<file path="config.mk">
export PLATFORM = sky130hd
export DESIGN_NAME = tcgc_timer
export DESIGN_NICKNAME = d
export VERILOG_FILES = /design/src/tcgc_pkg.sv /design/src/tcgc_timer.sv
export SDC_FILE = /design/constraint.sdc
export NUM_CORES = 1
export LEC_CHECK = 0
export BUFFER_PORTS_ARGS = -buffer_cell sky130_fd_sc_hd__buf_2
export CAP_MARGIN = 10
export CORE_MARGIN = 5
export CORE_UTILIZATION = 30
export CTS_CLUSTER_DIAMETER = 120
export CTS_CLUSTER_SIZE = 10
export DETAILED_ROUTE_END_ITERATION = 12
export PLACE_DENSITY = 0.56
export RECOVER_POWER = 50
export SLEW_MARGIN = 20
export SYNTH_ARGS = -nofsm -noshare
export SYNTH_HDL_FRONTEND = slang
export SYNTH_SLANG_ARGS = --single-unit
export TNS_END_PERCENT = 20
</file>
<file path="constraint.sdc">
create_clock -name clock -period 4.8 [get_ports clock]
set_input_delay 0.72 -clock clock [delete_from_list [all_inputs] [get_ports clock]]
set_output_delay 0.72 -clock clock [all_outputs]
set_load 0.1 [all_outputs]
</file>
<file path="src/tcgc_pkg.sv">
// Package for the compare, gated and capture/compare timer with an APB register port.
// Assumes a single 10 MHz clock and a synchronous active-high reset.
package tcgc_pkg;
    localparam logic [11:0] ADDR_CTL0 = 12'h000;
    localparam logic [11:0] ADDR_CTL1 = 12'h004;
    localparam logic [11:0] ADDR_CNTH = 12'h008;
    localparam logic [11:0] ADDR_CNTL = 12'h00C;
    localparam logic [11:0] ADDR_RLDH = 12'h010;
    localparam logic [11:0] ADDR_RLDL = 12'h014;
    localparam logic [11:0] ADDR_CAPH = 12'h018;
    localparam logic [11:0] ADDR_CAPL = 12'h01C;
    localparam logic [11:0] ADDR_OUTC = 12'h020;
    // Control zero fields
    localparam int CTL0_CAUSE_BIT = 0;
    localparam int CTL0_SEL_LSB = 5;
    localparam int CTL0_MSB_BIT = 7;
    // Control one fields
    localparam int CTL1_MODE_LSB = 0;
    localparam int CTL1_PRES_LSB = 3;
    localparam int CTL1_POL_BIT = 6;
    localparam int CTL1_EN_BIT = 7;
    localparam logic [7:0] CTL0_RESET = 8'h00;
    localparam logic [7:0] CTL1_RESET = 8'h00;
    localparam logic [15:0] CNT_RESET = 16'h0000;
    localparam logic [15:0] RLD_RESET = 16'hFFFF;
    localparam logic [15:0] CNT_RESTART = 16'h0001;
    // Mode codes, msb from control zero, low bits from control one
    localparam logic [3:0] MODE_COMPARE = 4'h2;
    localparam logic [3:0] MODE_GATED = 4'h6;
    localparam logic [3:0] MODE_CAPCMP = 4'h7;
    localparam logic [3:0] MODE_DUALPWM = 4'h8;
    // Interrupt source select codes
    localparam logic [1:0] SEL_INPUT = 2'h2;
    localparam logic [1:0] SEL_RELOAD = 2'h3;

    typedef struct packed {
        logic [7:0] ctl0;
        logic [7:0] ctl1;
        logic [15:0] count;
        logic [15:0] reload;
        logic [15:0] capture;
        logic [7:0] holdLow;
        logic [6:0] prescale;
        logic outLevel;
        logic outEnable;
        logic inPrev;
        logic armed;
        logic irq;
        logic [31:0] prdata;
    } tcgc_state_s;
endpackage

</file>
<file path="src/tcgc_timer.sv">
// Timer core with APB slave, capture, gated and compare counting.
// Assumes input pin and APB signals synchronous to clock.
`timescale 1ns/1ps
module tcgc_timer
(
    input wire logic clock,
    input wire logic reset,
    input wire logic psel,
    input wire logic penable,
    input wire logic pwrite,
    input wire logic [11:0] paddr,
    input wire logic [31:0] pwdata,
    output logic [31:0] prdata,
    output logic pready,
    output logic pslverr,
    input wire logic timerIn,
    output logic timerOut,
    output logic timerOutComp,
    output logic timerOutCompEnN,
    output logic timerIrq
);
    tcgc_pkg::tcgc_state_s state_r;
    tcgc_pkg::tcgc_state_s state_nxt;

    logic enabled;
    logic pol;
    logic [3:0] mode;
    logic [1:0] sel;
    logic [2:0] pres;
    logic tick;
    logic active;
    logic edgeSel;
    logic inputIrqOk;
    logic reloadIrqOk;
    logic wr;
    logic rd;
    logic mapped;

    function automatic logic [6:0] presLimit(input logic [2:0] p);
        // Divide by 2**p, terminal count at 2**p - 1
        presLimit = 7'((8'h01 << p) - 8'h01);
    endfunction

    assign enabled = state_r.ctl1[tcgc_pkg::CTL1_EN_BIT];
    assign pol = state_r.ctl1[tcgc_pkg::CTL1_POL_BIT];
    assign mode = {state_r.ctl0[tcgc_pkg::CTL0_MSB_BIT], state_r.ctl1[tcgc_pkg::CTL1_MODE_LSB +: 3]};
    assign sel = state_r.ctl0[tcgc_pkg::CTL0_SEL_LSB +: 2];
    assign pres = state_r.ctl1[tcgc_pkg::CTL1_PRES_LSB +: 3];
    assign tick = enabled && (state_r.prescale == presLimit(pres));
    assign active = (timerIn == pol);
    assign edgeSel = (timerIn == pol) && (state_r.inPrev != pol);
    assign inputIrqOk = (sel != tcgc_pkg::SEL_RELOAD);
    assign reloadIrqOk = (sel != tcgc_pkg::SEL_INPUT);
    assign wr = psel && penable && pwrite;
    assign rd = psel && penable && !pwrite;
    assign mapped = (paddr <= tcgc_pkg::ADDR_OUTC) && (paddr[1:0] == 2'h0);

    always_comb
    begin
        state_nxt = state_r;
        state_nxt.irq = 1'b0;
        state_nxt.inPrev = timerIn;
        if (!enabled)
        begin
            state_nxt.prescale = 7'h00;
            state_nxt.armed = 1'b0;
        end
        else if (tick)
        begin
            state_nxt.prescale = 7'h00;
        end
        else
        begin
            state_nxt.prescale = 7'(state_r.prescale + 7'h01);
        end

        if (enabled)
        begin
            unique case (mode)
                tcgc_pkg::MODE_COMPARE:
                begin
                    if (tick)
                    begin
                        state_nxt.count = 16'(state_r.count + 16'h0001);
                        if (state_r.count == state_r.reload)
                        begin
                            state_nxt.irq = reloadIrqOk;
                            state_nxt.ctl0[tcgc_pkg::CTL0_CAUSE_BIT] = 1'b0;
                            state_nxt.outLevel = !state_r.outLevel;
                        end
                    end
                end
                tcgc_pkg::MODE_GATED:
                begin
                    if (state_r.inPrev == pol && !active)
                    begin
                        state_nxt.irq = inputIrqOk;
                        state_nxt.ctl0[tcgc_pkg::CTL0_CAUSE_BIT] = 1'b0;
                    end
                    if (tick && active)
                    begin
                        if (state_r.count == state_r.reload)
                        begin
                            state_nxt.count = tcgc_pkg::CNT_RESTART;
                            state_nxt.irq = reloadIrqOk | state_nxt.irq;
                            state_nxt.outLevel = !state_r.outLevel;
                        end
                        else
                        begin
                            state_nxt.count = 16'(state_r.count + 16'h0001);
                        end
                    end
                end
                tcgc_pkg::MODE_CAPCMP:
                begin
                    // first edge only arms, no interrupt
                    if (!state_r.armed)
                    begin
                        state_nxt.armed = edgeSel;
                    end
                    else if (edgeSel)
                    begin
                        state_nxt.capture = state_r.count;
                        state_nxt.count = tcgc_pkg::CNT_RESTART;
                        state_nxt.ctl0[tcgc_pkg::CTL0_CAUSE_BIT] = 1'b1;
                        state_nxt.irq = inputIrqOk;
                    end
                    else if (tick)
                    begin
                        if (state_r.count == state_r.reload)
                        begin
                            state_nxt.count = tcgc_pkg::CNT_RESTART;
                            state_nxt.ctl0[tcgc_pkg::CTL0_CAUSE_BIT] = 1'b0;
                            state_nxt.irq = reloadIrqOk;
                            state_nxt.outLevel = !state_r.outLevel;
                        end
                        else
                        begin
                            state_nxt.count = 16'(state_r.count + 16'h0001);
                        end
                    end
                end
                default:
                begin
                    state_nxt.count = state_r.count;
                end
            endcase
        end

        // Register writes take effect at the access edge
        if (wr && mapped)
        begin
            unique case (paddr)
                tcgc_pkg::ADDR_CTL0:
                begin
                    state_nxt.ctl0 = {pwdata[7:1], state_nxt.ctl0[tcgc_pkg::CTL0_CAUSE_BIT]};
                end
                tcgc_pkg::ADDR_CTL1:
                begin
                    if (!enabled)
                    begin
                        state_nxt.outLevel = pwdata[tcgc_pkg::CTL1_POL_BIT];
                    end
                    state_nxt.ctl1 = pwdata[7:0];
                end
                tcgc_pkg::ADDR_CNTH: state_nxt.count[15:8] = pwdata[7:0];
                tcgc_pkg::ADDR_CNTL: state_nxt.count[7:0] = pwdata[7:0];
                tcgc_pkg::ADDR_RLDH: state_nxt.reload[15:8] = pwdata[7:0];
                tcgc_pkg::ADDR_RLDL: state_nxt.reload[7:0] = pwdata[7:0];
                tcgc_pkg::ADDR_CAPH: state_nxt.capture[15:8] = pwdata[7:0];
                tcgc_pkg::ADDR_CAPL: state_nxt.capture[7:0] = pwdata[7:0];
                tcgc_pkg::ADDR_OUTC: state_nxt.outEnable = pwdata[0];
                default: state_nxt.outEnable = state_nxt.outEnable;
            endcase
        end

        // reads leave counting untouched
        // Reads only touch the hold register and read data
        state_nxt.prdata = 32'h0000_0000;
        if (rd && mapped)
        begin
            unique case (paddr)
                tcgc_pkg::ADDR_CTL0: state_nxt.prdata = {24'h000000, state_r.ctl0};
                tcgc_pkg::ADDR_CTL1: state_nxt.prdata = {24'h000000, state_r.ctl1};
                tcgc_pkg::ADDR_CNTH:
                begin
                    state_nxt.prdata = {24'h000000, state_r.count[15:8]};
                    // latch low byte on high read
                    if (enabled)
                    begin
                        state_nxt.holdLow = state_r.count[7:0];
                    end
                end
                tcgc_pkg::ADDR_CNTL:
                begin
                    // held byte when enabled, live when not
                    state_nxt.prdata = {24'h000000, enabled ? state_r.holdLow : state_r.count[7:0]};
                end
                tcgc_pkg::ADDR_RLDH: state_nxt.prdata = {24'h000000, state_r.reload[15:8]};
                tcgc_pkg::ADDR_RLDL: state_nxt.prdata = {24'h000000, state_r.reload[7:0]};
                tcgc_pkg::ADDR_CAPH: state_nxt.prdata = {24'h000000, state_r.capture[15:8]};
                tcgc_pkg::ADDR_CAPL: state_nxt.prdata = {24'h000000, state_r.capture[7:0]};
                tcgc_pkg::ADDR_OUTC: state_nxt.prdata = {31'h00000000, state_r.outEnable};
                default: state_nxt.prdata = 32'h0000_0000;
            endcase
        end
    end

    always_ff @(posedge clock)
    begin
        if (reset)
        begin
            state_r.ctl0 <= tcgc_pkg::CTL0_RESET;
            state_r.ctl1 <= tcgc_pkg::CTL1_RESET;
            state_r.count <= tcgc_pkg::CNT_RESET;
            state_r.reload <= tcgc_pkg::RLD_RESET;
            state_r.capture <= tcgc_pkg::CNT_RESET;
            state_r.holdLow <= 8'h00;
            state_r.prescale <= 7'h00;
            state_r.outLevel <= 1'b0;
            state_r.outEnable <= 1'b0;
            state_r.inPrev <= 1'b0;
            state_r.armed <= 1'b0;
            state_r.irq <= 1'b0;
            state_r.prdata <= 32'h0000_0000;
        end
        else
        begin
            state_r <= state_nxt;
        end
    end

    // Zero-wait slave; read data taken from the next-state value, so returned by combinational path
    assign pready = 1'b1;
    assign pslverr = psel && penable && !mapped;
    assign prdata = state_nxt.prdata;
    assign timerOut = state_r.outLevel;
    assign timerIrq = state_r.irq;
    // pin is an output only in dual PWM mode with the output enable set; elsewhere an input
    assign timerOutComp = !state_r.outLevel;
    assign timerOutCompEnN = !(state_r.outEnable && mode == tcgc_pkg::MODE_DUALPWM);
endmodule // tcgc_timer

</file>
# --- Word-level counts from Yosys, hierarchy flattened ---
# Cells that the tools add are included.
totals:
  ramBits: 0
  latchBits: 0
  register_bits: 84
  memories: 0
  output_inout_bits: 38
  romBits: 0
classes:
  mux: 55
  n_bitwise: 2
  eq_ne: 19
  shift: 1
  n_div: 0
  mul: 0
  reduce_logical: 27
  addsub: 3
  order_cmp: 1
op_table:
  columns: ["op", "n"]
  rows:
  - ["two-way mux 16 bit", 11]
  - ["two-way mux 8 bit", 9]
  - ["case mux 8 bit (9 select lines)", 1]
  - ["two-way mux 57 bit", 1]
  - ["equality test 12 x 5 -> 1 bit, second input constant", 4]
  - ["case mux 16 bit (3 select lines)", 1]
  - ["two-way mux 1 bit", 27]
  - ["equality test 12 x 4 -> 1 bit, second input constant", 2]
  - ["adder 16 x 1 -> 16 bit, second input constant", 1]
  - ["equality test 16 bit", 1]
  - ["equality test 12 x 3 -> 1 bit, second input constant", 1]
  - ["equality test 12 x 6 -> 1 bit, second input constant", 1]
  - ["less-or-equal comparator 12 x 6 -> 1 bit, second input constant", 1]
  - ["logical AND 1 bit", 12]
  - ["zero test 12 bit", 1]
  - ["AND reduction 2 bit", 5]
  - ["case mux 1 bit (3 select lines)", 3]
  - ["equality test 4 x 3 -> 1 bit, second input constant", 2]
  - ["adder 7 x 1 -> 7 bit, second input constant", 1]
  - ["equality test 7 bit", 1]
  - ["<< shifter 1 x 3 -> 7 bit, first input constant", 1]
  - ["subtractor 7 x 1 -> 7 bit, second input constant", 1]
  - ["zero test 1 bit", 5]
  - ["equality test 4 x 2 -> 1 bit, second input constant", 1]
  - ["other kinds (11)", 14]

# --- Longest topological paths before layout ---
# Gate-level depths: netlist of the first run.
depth:
  word_depth: 12
  ltp_mapped: 10
  ltp_nobuf: 8

# --- Least setup slack after synthesis of the first run ---
# Ideal clock, no wire load.
synth_timing:
  path_kind: "input port to output port"
  from: "input paddr[3]"
  to: "output pslverr"
  cell_stages: 4
  n_path_buf: 1
  path_slack_ps: 1457
  required_time_ps: 4080
  t_arrival_ps: 2623
  path_cell_list: "clkbuf_1 -> o31ai_1 -> nand4_1 -> nor2b_1"
synth_between:
  elab_chain_cells: 4
synth_rtl:
  columns: ["item", "line_no", "text"]
  rows:
  - ["start, declared", "tcgc_timer.sv:11", "input wire logic [11:0] paddr,"]
  - ["less-or-equal comparator 12 x 6 -> 1 bit", "tcgc_timer.sv:56", "assign mapped = (paddr <= tcgc_pkg::ADDR_OUTC) && (paddr[1:0] == 2'h0);"]
  - ["logical AND 1 bit", "tcgc_timer.sv:56", null]
  - ["zero test 1 bit", "tcgc_timer.sv:235", "assign pslverr = psel && penable && !mapped;"]
  - ["logical AND 1 bit", "tcgc_timer.sv:235", null]
  - ["end, declared", "tcgc_timer.sv:15", "output logic pslverr,"]
# No other way between the ends.

# --- Final worst setup path of the first run ---
layout_timing:
  from: "input paddr[1]"
  to: "output prdata[4]"
layout_between:
  elab_chain_cells: 4
  word_cells_on_any_way: 15
  cone_classes: "1 x order compare; 8 x eq/ne; 2 x mux; 4 x reduce/logical"
layout_rtl:
  columns: ["item", "line_no", "text"]
  rows:
  - ["less-or-equal comparator 12 x 6 -> 1 bit or zero test 2 bit (tied branches)", "tcgc_timer.sv:56", null]
  - ["logical AND 1 bit", "tcgc_timer.sv:56", null]
  - ["logical AND 1 bit", "tcgc_timer.sv:180", "if (rd && mapped)"]
  - ["two-way mux 8 bit *", "tcgc_timer.sv:180", null]
  - ["end, declared", "tcgc_timer.sv:13", "output logic [31:0] prdata,"]
# Every way passes the cells marked *; elsewhere a longest branch is shown, timed or not.

==> summary.md, run 1 <==
| Metric | Value |
|---|---|
| Postcts setup bufs | 0 |
| Largest delay share family, worst path | simple AND/OR/NAND/NOR gates |
| Fin Clk Skew | between 10 and 15 ps |
| Netlist Area Pre-Place | 0.00549 sq mm |
| Failing checks | capacitance limit, slew limit |
| DR iter-0 viols | 553 |
| Primary FF master, synth | dfxtp_1 |
| IO Count | just under 90 |
| Seq cells post-synth | 84 |
| Syn Area/Cell | 7.96 sq um |
| Slowest-stage cell, CP | nor4_2 |
| Sequential-to-total area share from yosys stat | about 30% |
| Overflow after GRT | 0 |
| M3 GR Usage | 2.87% |
| Hold_ws | 490 ps |
| Final WL | 17.7 mm |
| Die area | 0.0211 sq mm |
| CTS tree | done |
| Final setup fails | 0 |
| First-pass GRT wire length | 27.7 mm |
| Slew Viols, Final | 45 |
| Crit. End Element | output port |
| Clock latency on the worst-skew pair | between 300 and 400 ps |
| Pleak | 0.00191 uW |
| Critical-path cell list | buf_2 -> nor4_1 -> nand2_1 -> nor4_2 -> a22oi_1 -> a31oi_1 -> buf_2 |
| CP Class | in2out |
| Number of remaining DRC errors | 0 |
| Cells after Synth | about 700 |
| DR vias/cell | 5.56 |
| Layout cell share with drive strength beyond 1 | 10.3% |
| GR Util met1 | a little under a quarter |
| Clock slew at reported path FFs | 60 ps |
| Die Height | 145 microns |
| Largest net degree at the start of global routing | 45 |
| # resized after CTS | 0 |
| Post-synth EDFFs | 0 |
| DRT Pass-1 Iters | 5 |
| Pwr/cell area | approximately 270 mW/mm^2 |
| Final net count | 740 |
| Diode count | 0 |
| Number of CTS-inserted buffers | 9 |
| Post-route setup TNS | 0 ps |
| Tmin final | 4180 ps |
| Worst path most repeated cell | buf_2 |
| Yosys cell types | 79 |
| Max VDD drop | 0.182 mV |
| Slew @ Worst Pin | 2220 ps |
| Met2 GRT Util | 25.5% |
| CTS H-Tree Depth | 3 |
| Root buffer cell | clkbuf_16 |
| Warnings, synthesis | 0 |
| Final GP Congestion | 0.901 |
| Starting Density | a little under a third |
| Asr flop ratio synth | 0% |
| Count of hold-fix buffers inserted at cts | 0 |
| Max-cap violations | 1 |
| CP bufs+invs | 2 |
| Critical Path AT | 3460 ps |
| Clock sinks | 84 |
| Core ar. | 0.0180 sq mm |
| Area Overhead vs Synth | 6.77% |
| GRT busiest layer | met2 |
| Site row count | 49 |
| DP HPWL | 12.6 mm |
| RSZ-0062 raised after global routing | no |
| Worst EP required | just over 4000 ps |
| Per-cell routed wire length | 19.3 microns |
| Status | complete, but fails checks |
| Remaining antenna violation count | 0 |
| Crit path max fanout | 9 |
| Initial antenna violation count | 0 |
| Total GRT Usage | 16.3% |
| Via count | 5122 |
| Worst Hold Class | reg2reg |
| Vias in the first global route | 4710 |
| PortBufs | 38 |
| Die width | ~150 microns |
| Final Hold Vio Count | 0 |
| Slew Limit Headroom | -47.8% |
| Most frequent cells in the layout | nor2_1 (84), dfxtp_1 (84), nand2_1 (66) |
| Period utilisation layout | 87.1% |
| Crit path largest cell delay | 780 ps |
| CTS Buffer Depth | 2 |
| Max frequency | 239 MHz |
| Crit start category | primary input |
cells in the mapped netlist, types with 3 or more instances:
master | instances | area (sq um)
nand4_1 | 6 | 37.5
xor2_1 | 18 | 158
buf_4 | 35 | 263
o22ai_1 | 5 | 31.3
a21oi_1 | 31 | 155
clkbuf_1 | 23 | 86.3
nand3b_1 | 3 | 22.5
a211oi_1 | 22 | 165
o211ai_1 | 5 | 37.5
nor4_1 | 7 | 43.8
inv_1 | 17 | 63.8
and3_1 | 9 | 56.3
nor3_2 | 3 | 30.0
dfxtp_1 | 84 | 1680
nand2b_1 | 8 | 50.1
xnor2_1 | 7 | 61.3
nor3_1 | 22 | 110
and2_1 | 5 | 31.3
and2_0 | 3 | 18.8
buf_2 | 18 | 90.1
a22oi_1 | 15 | 113
nand2_1 | 65 | 244
nor2b_1 | 3 | 18.8
a31oi_1 | 16 | 100
mux2i_1 | 45 | 450
o21ai_0 | 26 | 130
buf_6 | 3 | 33.8
a222oi_1 | 3 | 30.0
a221oi_1 | 9 | 78.8
nand3_1 | 24 | 120
nor2_1 | 84 | 315
o221ai_1 | 3 | 26.3
stage by stage:
stage / std cells / total power, uW / util (%) / setup slack (ps) / cell area (sq um)
after detailed placement: 906 / 853 / 31.3 / 961 / 5620
after global routing: 921 / 1650 / 32.6 / 418 / 5860
after CTS: 921 / 1620 / 33.1 / 951 / 5940
after global placement: 906 / 853 / 31.3 / 944 / 5620
after floorplan: 713 / 844 / - / 1460 / 5580
final: 921 / 1610 / 32.6 / 618 / 5860
logic make-up after synthesis:
| kind of cell | after synthesis | synth area share [%] |
|---|---|---|
| AND/OR/NAND/NOR | 270 | 24.8 |
| AO/OA/AOI/OAI | 164 | 21.8 |
| buffers and inverters | 97 | 9.84 |
| flip-flops | 84 | 30.6 |
| multiplexers | 46 | 8.41 |
| XOR/XNOR | 25 | 3.99 |
| adder cells (fa/ha/maj) | 2 | 0.456 |
| other | 2 | 0.137 |
routing by layer:
| layer | vias up | share of wire (%) |
|---|---|---|
| met2 | 191 | 46 |
| met1 | 2469 | 46 |
| met4 | 0 | 1.7 |
| met3 | 20 | 6.8 |
| li1 | 2442 | - |
| met5 | - | 0 |
worst paths after layout:
check,slack [ps],cells past startpoint,from,end
max reg2reg,1360,7,pres[1]$_SDFFE_PP0P_,state_r[88]$_SDFF_PP0_
min,490,1,state_r[37]$_SDFF_PP0_,state_r[37]$_SDFF_PP0_
max,620,7,paddr[1],prdata[4]
min reg2reg,490,1,state_r[37]$_SDFF_PP0_,state_r[37]$_SDFF_PP0_
sequential cells by signal (all words and copies together), names as in the netlist:
name,count
enabled,1
mode,4
pol,1
pres,3
sel,2
state_r,71
timerIrq,1
timerOut,1
power breakdown:
part           total (uW)  leakage (uW)  switching [uW]  internal [uW]
clock network         773      0.000155             302            470
registers             697      0.000677           0.320            697
logic                 139       0.00108             126           12.8
total                1610       0.00191             429           1180
final cells by class:
type | instances | area (sq um)
inverter | 18 | 67.6
clock inverter | 5 | 85.1
sequential | 84 | 1680
timing repair buffer | 43 | 213
tap | 229 | 287
fill | 1942 | 12100
clock buffer | 10 | 239
multi-input combinational | 532 | 3290
Note: power is estimated with default switching activity, not from simulation.
==> run 2: changes to the inputs <==
--- a/config.mk
+++ b/config.mk
@@ -12,7 +12,7 @@
 export CTS_CLUSTER_DIAMETER = 120
 export CTS_CLUSTER_SIZE = 10
 export DETAILED_ROUTE_END_ITERATION = 12
-export PLACE_DENSITY = 0.56
+export PLACE_DENSITY = 0.55
 export RECOVER_POWER = 50
 export SLEW_MARGIN = 20
 export SYNTH_ARGS = -nofsm -noshare
==> constraint.sdc (replaced) <==
create_clock -name clock -period 5.06 [get_ports clock]
set_input_delay 0.759 -clock clock [delete_from_list [all_inputs] [get_ports clock]]
set_output_delay 0.759 -clock clock [all_outputs]
set_load 0.1 [all_outputs]
==> summary.md, run 2 (synthesis results as in run 1) <==
| Metric | Value |
|---|---|
| Pleak | 0.00192 uW (was 0.00191 uW) |
| Per-cell routed wire length | 19.3 microns (about the same) |
| Post-route setup TNS | 0 ps (unchanged) |
| Die Height | 145 microns (unchanged) |
| Worst R2R Setup Slack | 2020 ps (was 1360 ps) |
| Total GRT Usage | 16.4% (was 16.3%) |
| Crit start category | primary input (unchanged) |
| CTS tree | done (unchanged) |
| Most frequent cells in the layout | nor2_1 (85), dfxtp_1 (84), nand2_1 (66) (was nor2_1 (84), dfxtp_1 (84), nand2_1 (66)) |
| Postcts setup bufs | 0 (unchanged) |
| Failing checks | capacitance limit, slew limit (unchanged) |
| Diode count | 0 (unchanged) |
| Crit path largest cell delay | 590 ps (was 780 ps) |
| Clock slew at reported path FFs | 60 ps (about the same) |
| Slew @ Worst Pin | 1990 ps (was 2220 ps) |
| Critical Path AT | 3540 ps (was 3460 ps) |
| Site row count | 49 (unchanged) |
| RSZ-0062 raised after global routing | no (unchanged) |
| Final std cells w/o fill | 925 (was 921) |
| CP endpoint | prdata[4] (unchanged) |
| Slew Limit Headroom | -32.5% (was -47.8%) |
| Root buffer cell | clkbuf_16 (unchanged) |
| Overflow after GRT | 0 (unchanged) |
| CTS H-Tree Depth | 3 (unchanged) |
| Tmin final | 4300 ps |
| Reg-to-reg critical path startpoint | state_r[84]$_SDFF_PP0_ (was pres[1]$_SDFFE_PP0P_) |
| Final setup fails | 0 (unchanged) |
| Via count | 5171 (was 5122) |
| IO Count | 88 (unchanged) |
| CP Class | in2out (unchanged) |
| Sw Share | 26.3% (was 26.6%) |
| DP HPWL | 12.9 mm (was 12.6 mm) |
| # resized after CTS | 0 (unchanged) |
| DRT Pass-1 Iters | 5 (unchanged) |
| Worst EP required | 4300 ps (was 4080 ps) |
| Number of CTS-inserted buffers | 9 (unchanged) |
| PortBufs | 38 (unchanged) |
| Critical-path cell list | buf_2 -> nor4_1 -> nand2_1 -> nor3_2 -> a221oi_1 -> a31oi_1 -> buf_2 (was buf_2 -> nor4_1 -> nand2_1 -> nor4_2 -> a22oi_1 -> a31oi_1 -> buf_2) |
| Comb pwr share | 8.7% (was 8.6%) |
| Clock sinks | 84 (unchanged) |
| First-pass GRT wire length | 28.1 mm (was 27.7 mm) |
| Worst path most repeated cell | buf_2 (unchanged) |
| Biggest register | state_r (unchanged) |
| Core ar. | 0.0180 sq mm (unchanged) |
| Slowest-stage cell, CP | nor4_1 (was nor4_2) |
| Die width | 145 microns (unchanged) |
| Placed Cells | 909 (was 906) |
| Internal power | 1110 uW (was 1180 uW) |
| Period utilisation layout | 85.0% |
| Layout cell share with drive strength beyond 1 | 10.6% (was 10.3%) |
| Final Hold Vio Count | 0 (unchanged) |
| Vias in the first global route | 4811 (was 4710) |
| Commonest non-fill, non-tap cell in the layout | nor2_1 |
| Area Overhead vs Synth | 7.13% (was 6.77%) |
| Fin Clk Skew | 9.37 ps (was 13.2 ps) |
| Reg-to-Reg End | state_r[98]$_SDFF_PP0_ (was state_r[88]$_SDFF_PP0_) |
| Die area | 0.0211 sq mm (unchanged) |
| Pwr/cell area | 255 mW/mm^2 (was 274 mW/mm^2) |
| Final GP Congestion | 0.902 (was 0.901) |
| Max VDD drop | 0.150 mV (was 0.182 mV) |
| CTS Buffer Depth | 2 (unchanged) |
| Worst Hold Class | reg2reg (unchanged) |
| DR iter-0 viols | 510 (was 553) |
| CP startpoint | paddr[1] (unchanged) |
| Sequential Power Share | 44.1% (was 43.4%) |
| Final core occ | 32.7% (was 32.6%) |
| Switching power total | 395 uW (was 429 uW) |
| Remaining antenna violation count | 0 (unchanged) |
| Initial antenna violation count | 0 (unchanged) |
| Clock power frac | 47.2% (was 48.0%) |
| Status | complete, but fails checks (unchanged) |
| Number of remaining DRC errors | 0 (unchanged) |
| Number of flip-flops under the largest register name | 71 (unchanged) |
| Clock latency on the worst-skew pair | 350 ps (about the same) |
| Count of hold-fix buffers inserted at cts | 0 (unchanged) |
| Overall power | 1500 uW (was 1610 uW) |
| Max frequency | 233 MHz |
| Crit. End Element | output port (unchanged) |
| Crit path max fanout | 6 (was 9) |
| Largest net degree at the start of global routing | 41 (was 45) |
| Worst Reg-to-Reg Cells | 7 (unchanged) |
| Max-cap violations | 1 (unchanged) |
| Starting Density | 30.6% (unchanged) |
| Final net count | 743 (was 740) |
| DR vias/cell | 5.59 (was 5.56) |
| Slew Viols, Final | 41 (was 45) |
| Final WL | 17.9 mm (was 17.7 mm) |
-- run 2: routing by layer --
layer  track usage (%)  routed length, microns
met5                 0                       0
met4              3.73                     314
met3              3.77                    1310
met2              25.9                    8080
met1              22.8                    8170
-- run 2: worst min-delay path by stage --
stage	from	slack, ps	cells past startpoint	endpoint
floorplan	state_r[37]$_SDFF_PP0_	440	1	state_r[37]$_SDFF_PP0_
global placement	state_r[37]$_SDFF_PP0_	470	1	state_r[37]$_SDFF_PP0_
detailed placement	state_r[37]$_SDFF_PP0_	470	1	state_r[37]$_SDFF_PP0_
CTS	state_r[37]$_SDFF_PP0_	480	1	state_r[37]$_SDFF_PP0_
global route	state_r[37]$_SDFF_PP0_	520	1	state_r[37]$_SDFF_PP0_
finish	state_r[37]$_SDFF_PP0_	480	1	state_r[37]$_SDFF_PP0_
-- run 2: layout make-up --
| type | instances | area (sq um) |
|---|---|---|
| Inverter | 18 | 67.6 |
| Tap cell | 229 | 287 |
| Clock inverter | 4 | 73.8 |
| Multi-Input combinational cell | 532 | 3300 |
| Fill cell | 1928 | 12100 |
| Clock buffer | 12 | 236 |
| Sequential cell | 84 | 1680 |
| Timing Repair Buffer | 46 | 236 |
-- run 2: worst max-delay path, delay by kind of cell --
family / cells / cell delay [ps]
and+or+nand+nor: 3 / 1500
AOI/OAI and AO/OA: 2 / 660
buffers and inverters: 2 / 610
-- run 2: metrics by stage --
| stage | hold WS, ps | instance area, sq um | setup WS, ps |
|---|---|---|---|
| floorplan | 437 | 5580 | 1640 |
| global placement | 466 | 5640 | 1130 |
| detailed placement | 469 | 5640 | 1120 |
| CTS | 483 | 5950 | 1110 |
| global route | 524 | 5880 | 564 |
| finish | 483 | 5880 | 760 |
-- run 2: power groups by stage --
stage                     clock, uW  sequential [uW]  combinational [uW]
final                           709              662                 131
after floorplan                   0              677                 124
after detailed placement          0              677                 132
after global routing            745              662                 136
after CTS                       725              662                 132
after global placement            0              677                 132
==> run 3: changes to the inputs <==
==> constraint.sdc (replaced) <==
create_clock -name clock -period 4.5 [get_ports clock]
set_input_delay 0.675 -clock clock [delete_from_list [all_inputs] [get_ports clock]]
set_output_delay 0.675 -clock clock [all_outputs]
set_load 0.1 [all_outputs]
==> summary.md, run 3 (synthesis results as in run 1) <==
| Metric | Value |
|---|---|
| Status | complete, no violations (was complete, but fails checks) |
| Count of hold-fix buffers inserted at cts | 0 (unchanged) |
| Reg-to-reg critical path startpoint | pres[1]$_SDFFE_PP0P_ (was state_r[84]$_SDFF_PP0_) |
| CTS H-Tree Depth | 3 (unchanged) |
| Crit. End Element | output port (unchanged) |
| IO Count | 88 (unchanged) |
| DR iter-0 viols | 388 (was 510) |
| Number of flip-flops under the largest register name | 71 (unchanged) |
| Number of remaining DRC errors | 0 (unchanged) |
| # resized after CTS | 0 (unchanged) |
| CTS Buffer Depth | 2 (unchanged) |
| Max VDD drop | 0.175 mV (was 0.150 mV) |
| DRT Pass-1 Iters | 6 (was 5) |
| Site row count | 49 (unchanged) |
| Placed inst area | 0.00567 sq mm (was 0.00564 sq mm) |
| Post-route setup TNS | 0 ps (unchanged) |
| Worst EP required | 3830 ps (was 4300 ps) |
| Crit path largest cell delay | 720 ps (was 590 ps) |
| Largest net degree at the start of global routing | 42 (was 41) |
| Crit path max fanout | 5 (was 6) |
| Max-cap violations | 0 (was 1) |
| CTS tree | done (unchanged) |
| Postcts setup bufs | 0 (unchanged) |
| Number of CTS-inserted buffers | 9 (unchanged) |
| Slew @ Worst Pin | 1170 ps (was 1990 ps) |
| Per-cell routed wire length | 19.2 microns (was 19.3 microns) |
| DR vias/cell | 5.57 (was 5.59) |
| Fin Clk Skew | 16.3 ps (was 9.37 ps) |
| Die width | 145 microns (unchanged) |
| Slew Limit Headroom | 22.3% (was -32.5%) |
| Via count | 5179 (was 5171) |
| Vias in the first global route | 4856 (was 4811) |
| PortBufs | 38 (unchanged) |
| Layout cell share with drive strength beyond 1 | 12.0% (was 10.6%) |
| Crit start category | primary input (unchanged) |
| Final core occ | 33.3% (was 32.7%) |
| Final net count | 747 (was 743) |
| Final GP Congestion | 0.921 (was 0.902) |
| First-pass GRT wire length | 28.4 mm (was 28.1 mm) |
| Root buffer cell | clkbuf_16 (unchanged) |
| CP startpoint | paddr[1] (unchanged) |
| Worst Hold Class | reg2reg (unchanged) |
| DP HPWL | 13.0 mm (was 12.9 mm) |
| Remaining antenna violation count | 0 (unchanged) |
| Pleak | 0.00197 uW (was 0.00192 uW) |
| Tmin final | 3980 ps |
| Slowest-stage cell, CP | nor4_1 (unchanged) |
| Hold Crit Start | state_r[37]$_SDFF_PP0_ (unchanged) |
| Post-route design area | 0.00598 sq mm (was 0.00588 sq mm) |
| Biggest register | state_r (unchanged) |
| Clock latency on the worst-skew pair | 360 ps (was 350 ps) |
| Starting Density | 30.6% (unchanged) |
| Max frequency | 251 MHz |
| CP bufs+invs | 2 (unchanged) |
| Most frequent cells in the layout | nor2_1 (84), dfxtp_1 (84), nand2_1 (66) (was nor2_1 (85), dfxtp_1 (84), nand2_1 (66)) |
| Worst R2R Setup Slack | 1560 ps (was 2020 ps) |
| Final WL | 17.8 mm (was 17.9 mm) |
| Total GRT Usage | 16.7% (was 16.4%) |
| Die Height | 145 microns (unchanged) |
| Final Hold Vio Count | 0 (unchanged) |
| Critical Path AT | 3310 ps (was 3540 ps) |
| Clock sinks | 84 (unchanged) |
| Slew Viols, Final | 0 (was 41) |
| Final setup fails | 0 (unchanged) |
| Overflow after GRT | 0 (unchanged) |
| Largest delay share family, worst path | simple AND/OR/NAND/NOR gates (unchanged) |
| RSZ-0062 raised after global routing | no (unchanged) |
| Period utilisation layout | about nine tenths |
| CP Class | in2out (unchanged) |
| Pwr/cell area | 293 mW/mm^2 (was 255 mW/mm^2) |
| Die area | 0.0211 sq mm (unchanged) |
| Diode count | 0 (unchanged) |
| Critical-path cell list | buf_2 -> nor4_1 -> nand2_1 -> nor4_1 -> a222oi_1 -> a31oi_1 -> buf_2 (was buf_2 -> nor4_1 -> nand2_1 -> nor3_2 -> a221oi_1 -> a31oi_1 -> buf_2) |
| Core ar. | 0.0180 sq mm (unchanged) |
| Area Overhead vs Synth | 8.91% (was 7.13%) |
| Fill cells | 1899 (was 1928) |
| Clock slew at reported path FFs | 60 ps (about the same) |
| Initial antenna violation count | 0 (unchanged) |
[run 3: cell type report]
cell class | instances | area (sq um) | share of cell area, %
clock inverter | 4 | 78.8 | 1.32
sequential | 84 | 1680 | 28.1
timing repair buffer | 50 | 269 | 4.50
inverter | 18 | 67.6 | 1.13
multi-input combinational | 532 | 3330 | 55.7
tap | 229 | 287 | 4.79
clock buffer | 12 | 267 | 4.46
[run 3: through the flow]
stage / power [uW] / worst slack (ps) / cells / hold WS, ps
3_3_place_gp: 909 / 920 / 913 / 466
5_1_grt: 1800 / 401 / 929 / 515
2_1_floorplan: 900 / 1250 / 713 / 437
4_1_cts: 1770 / 863 / 929 / 490
3_5_place_dp: 909 / 867 / 913 / 474
6_report: 1750 / 517 / 929 / 488
[run 3: layer usage]
metal	GRT usage, %	wire length, microns
met2	25.0	7900
met5	0	0
met1	23.5	8190
met4	5.83	473
met3	3.93	1270
[run 3: power breakdown]
| group | total (uW) | internal (uW) | switching (uW) |
|---|---|---|---|
| Clock | 864 | 536 | 328 |
| Sequential | 744 | 743 | 0.384 |
| Combinational | 146 | 14.0 | 133 |
| Total | 1750 | 1290 | 461 |
[run 3: path summary, 6_finish.rpt]
kind	endpoint	depth (start not counted)
max reg2reg	timerIrq$_SDFF_PP0_	7
min reg2reg	state_r[37]$_SDFF_PP0_	1
max	prdata[0]	7
min	state_r[37]$_SDFF_PP0_	1
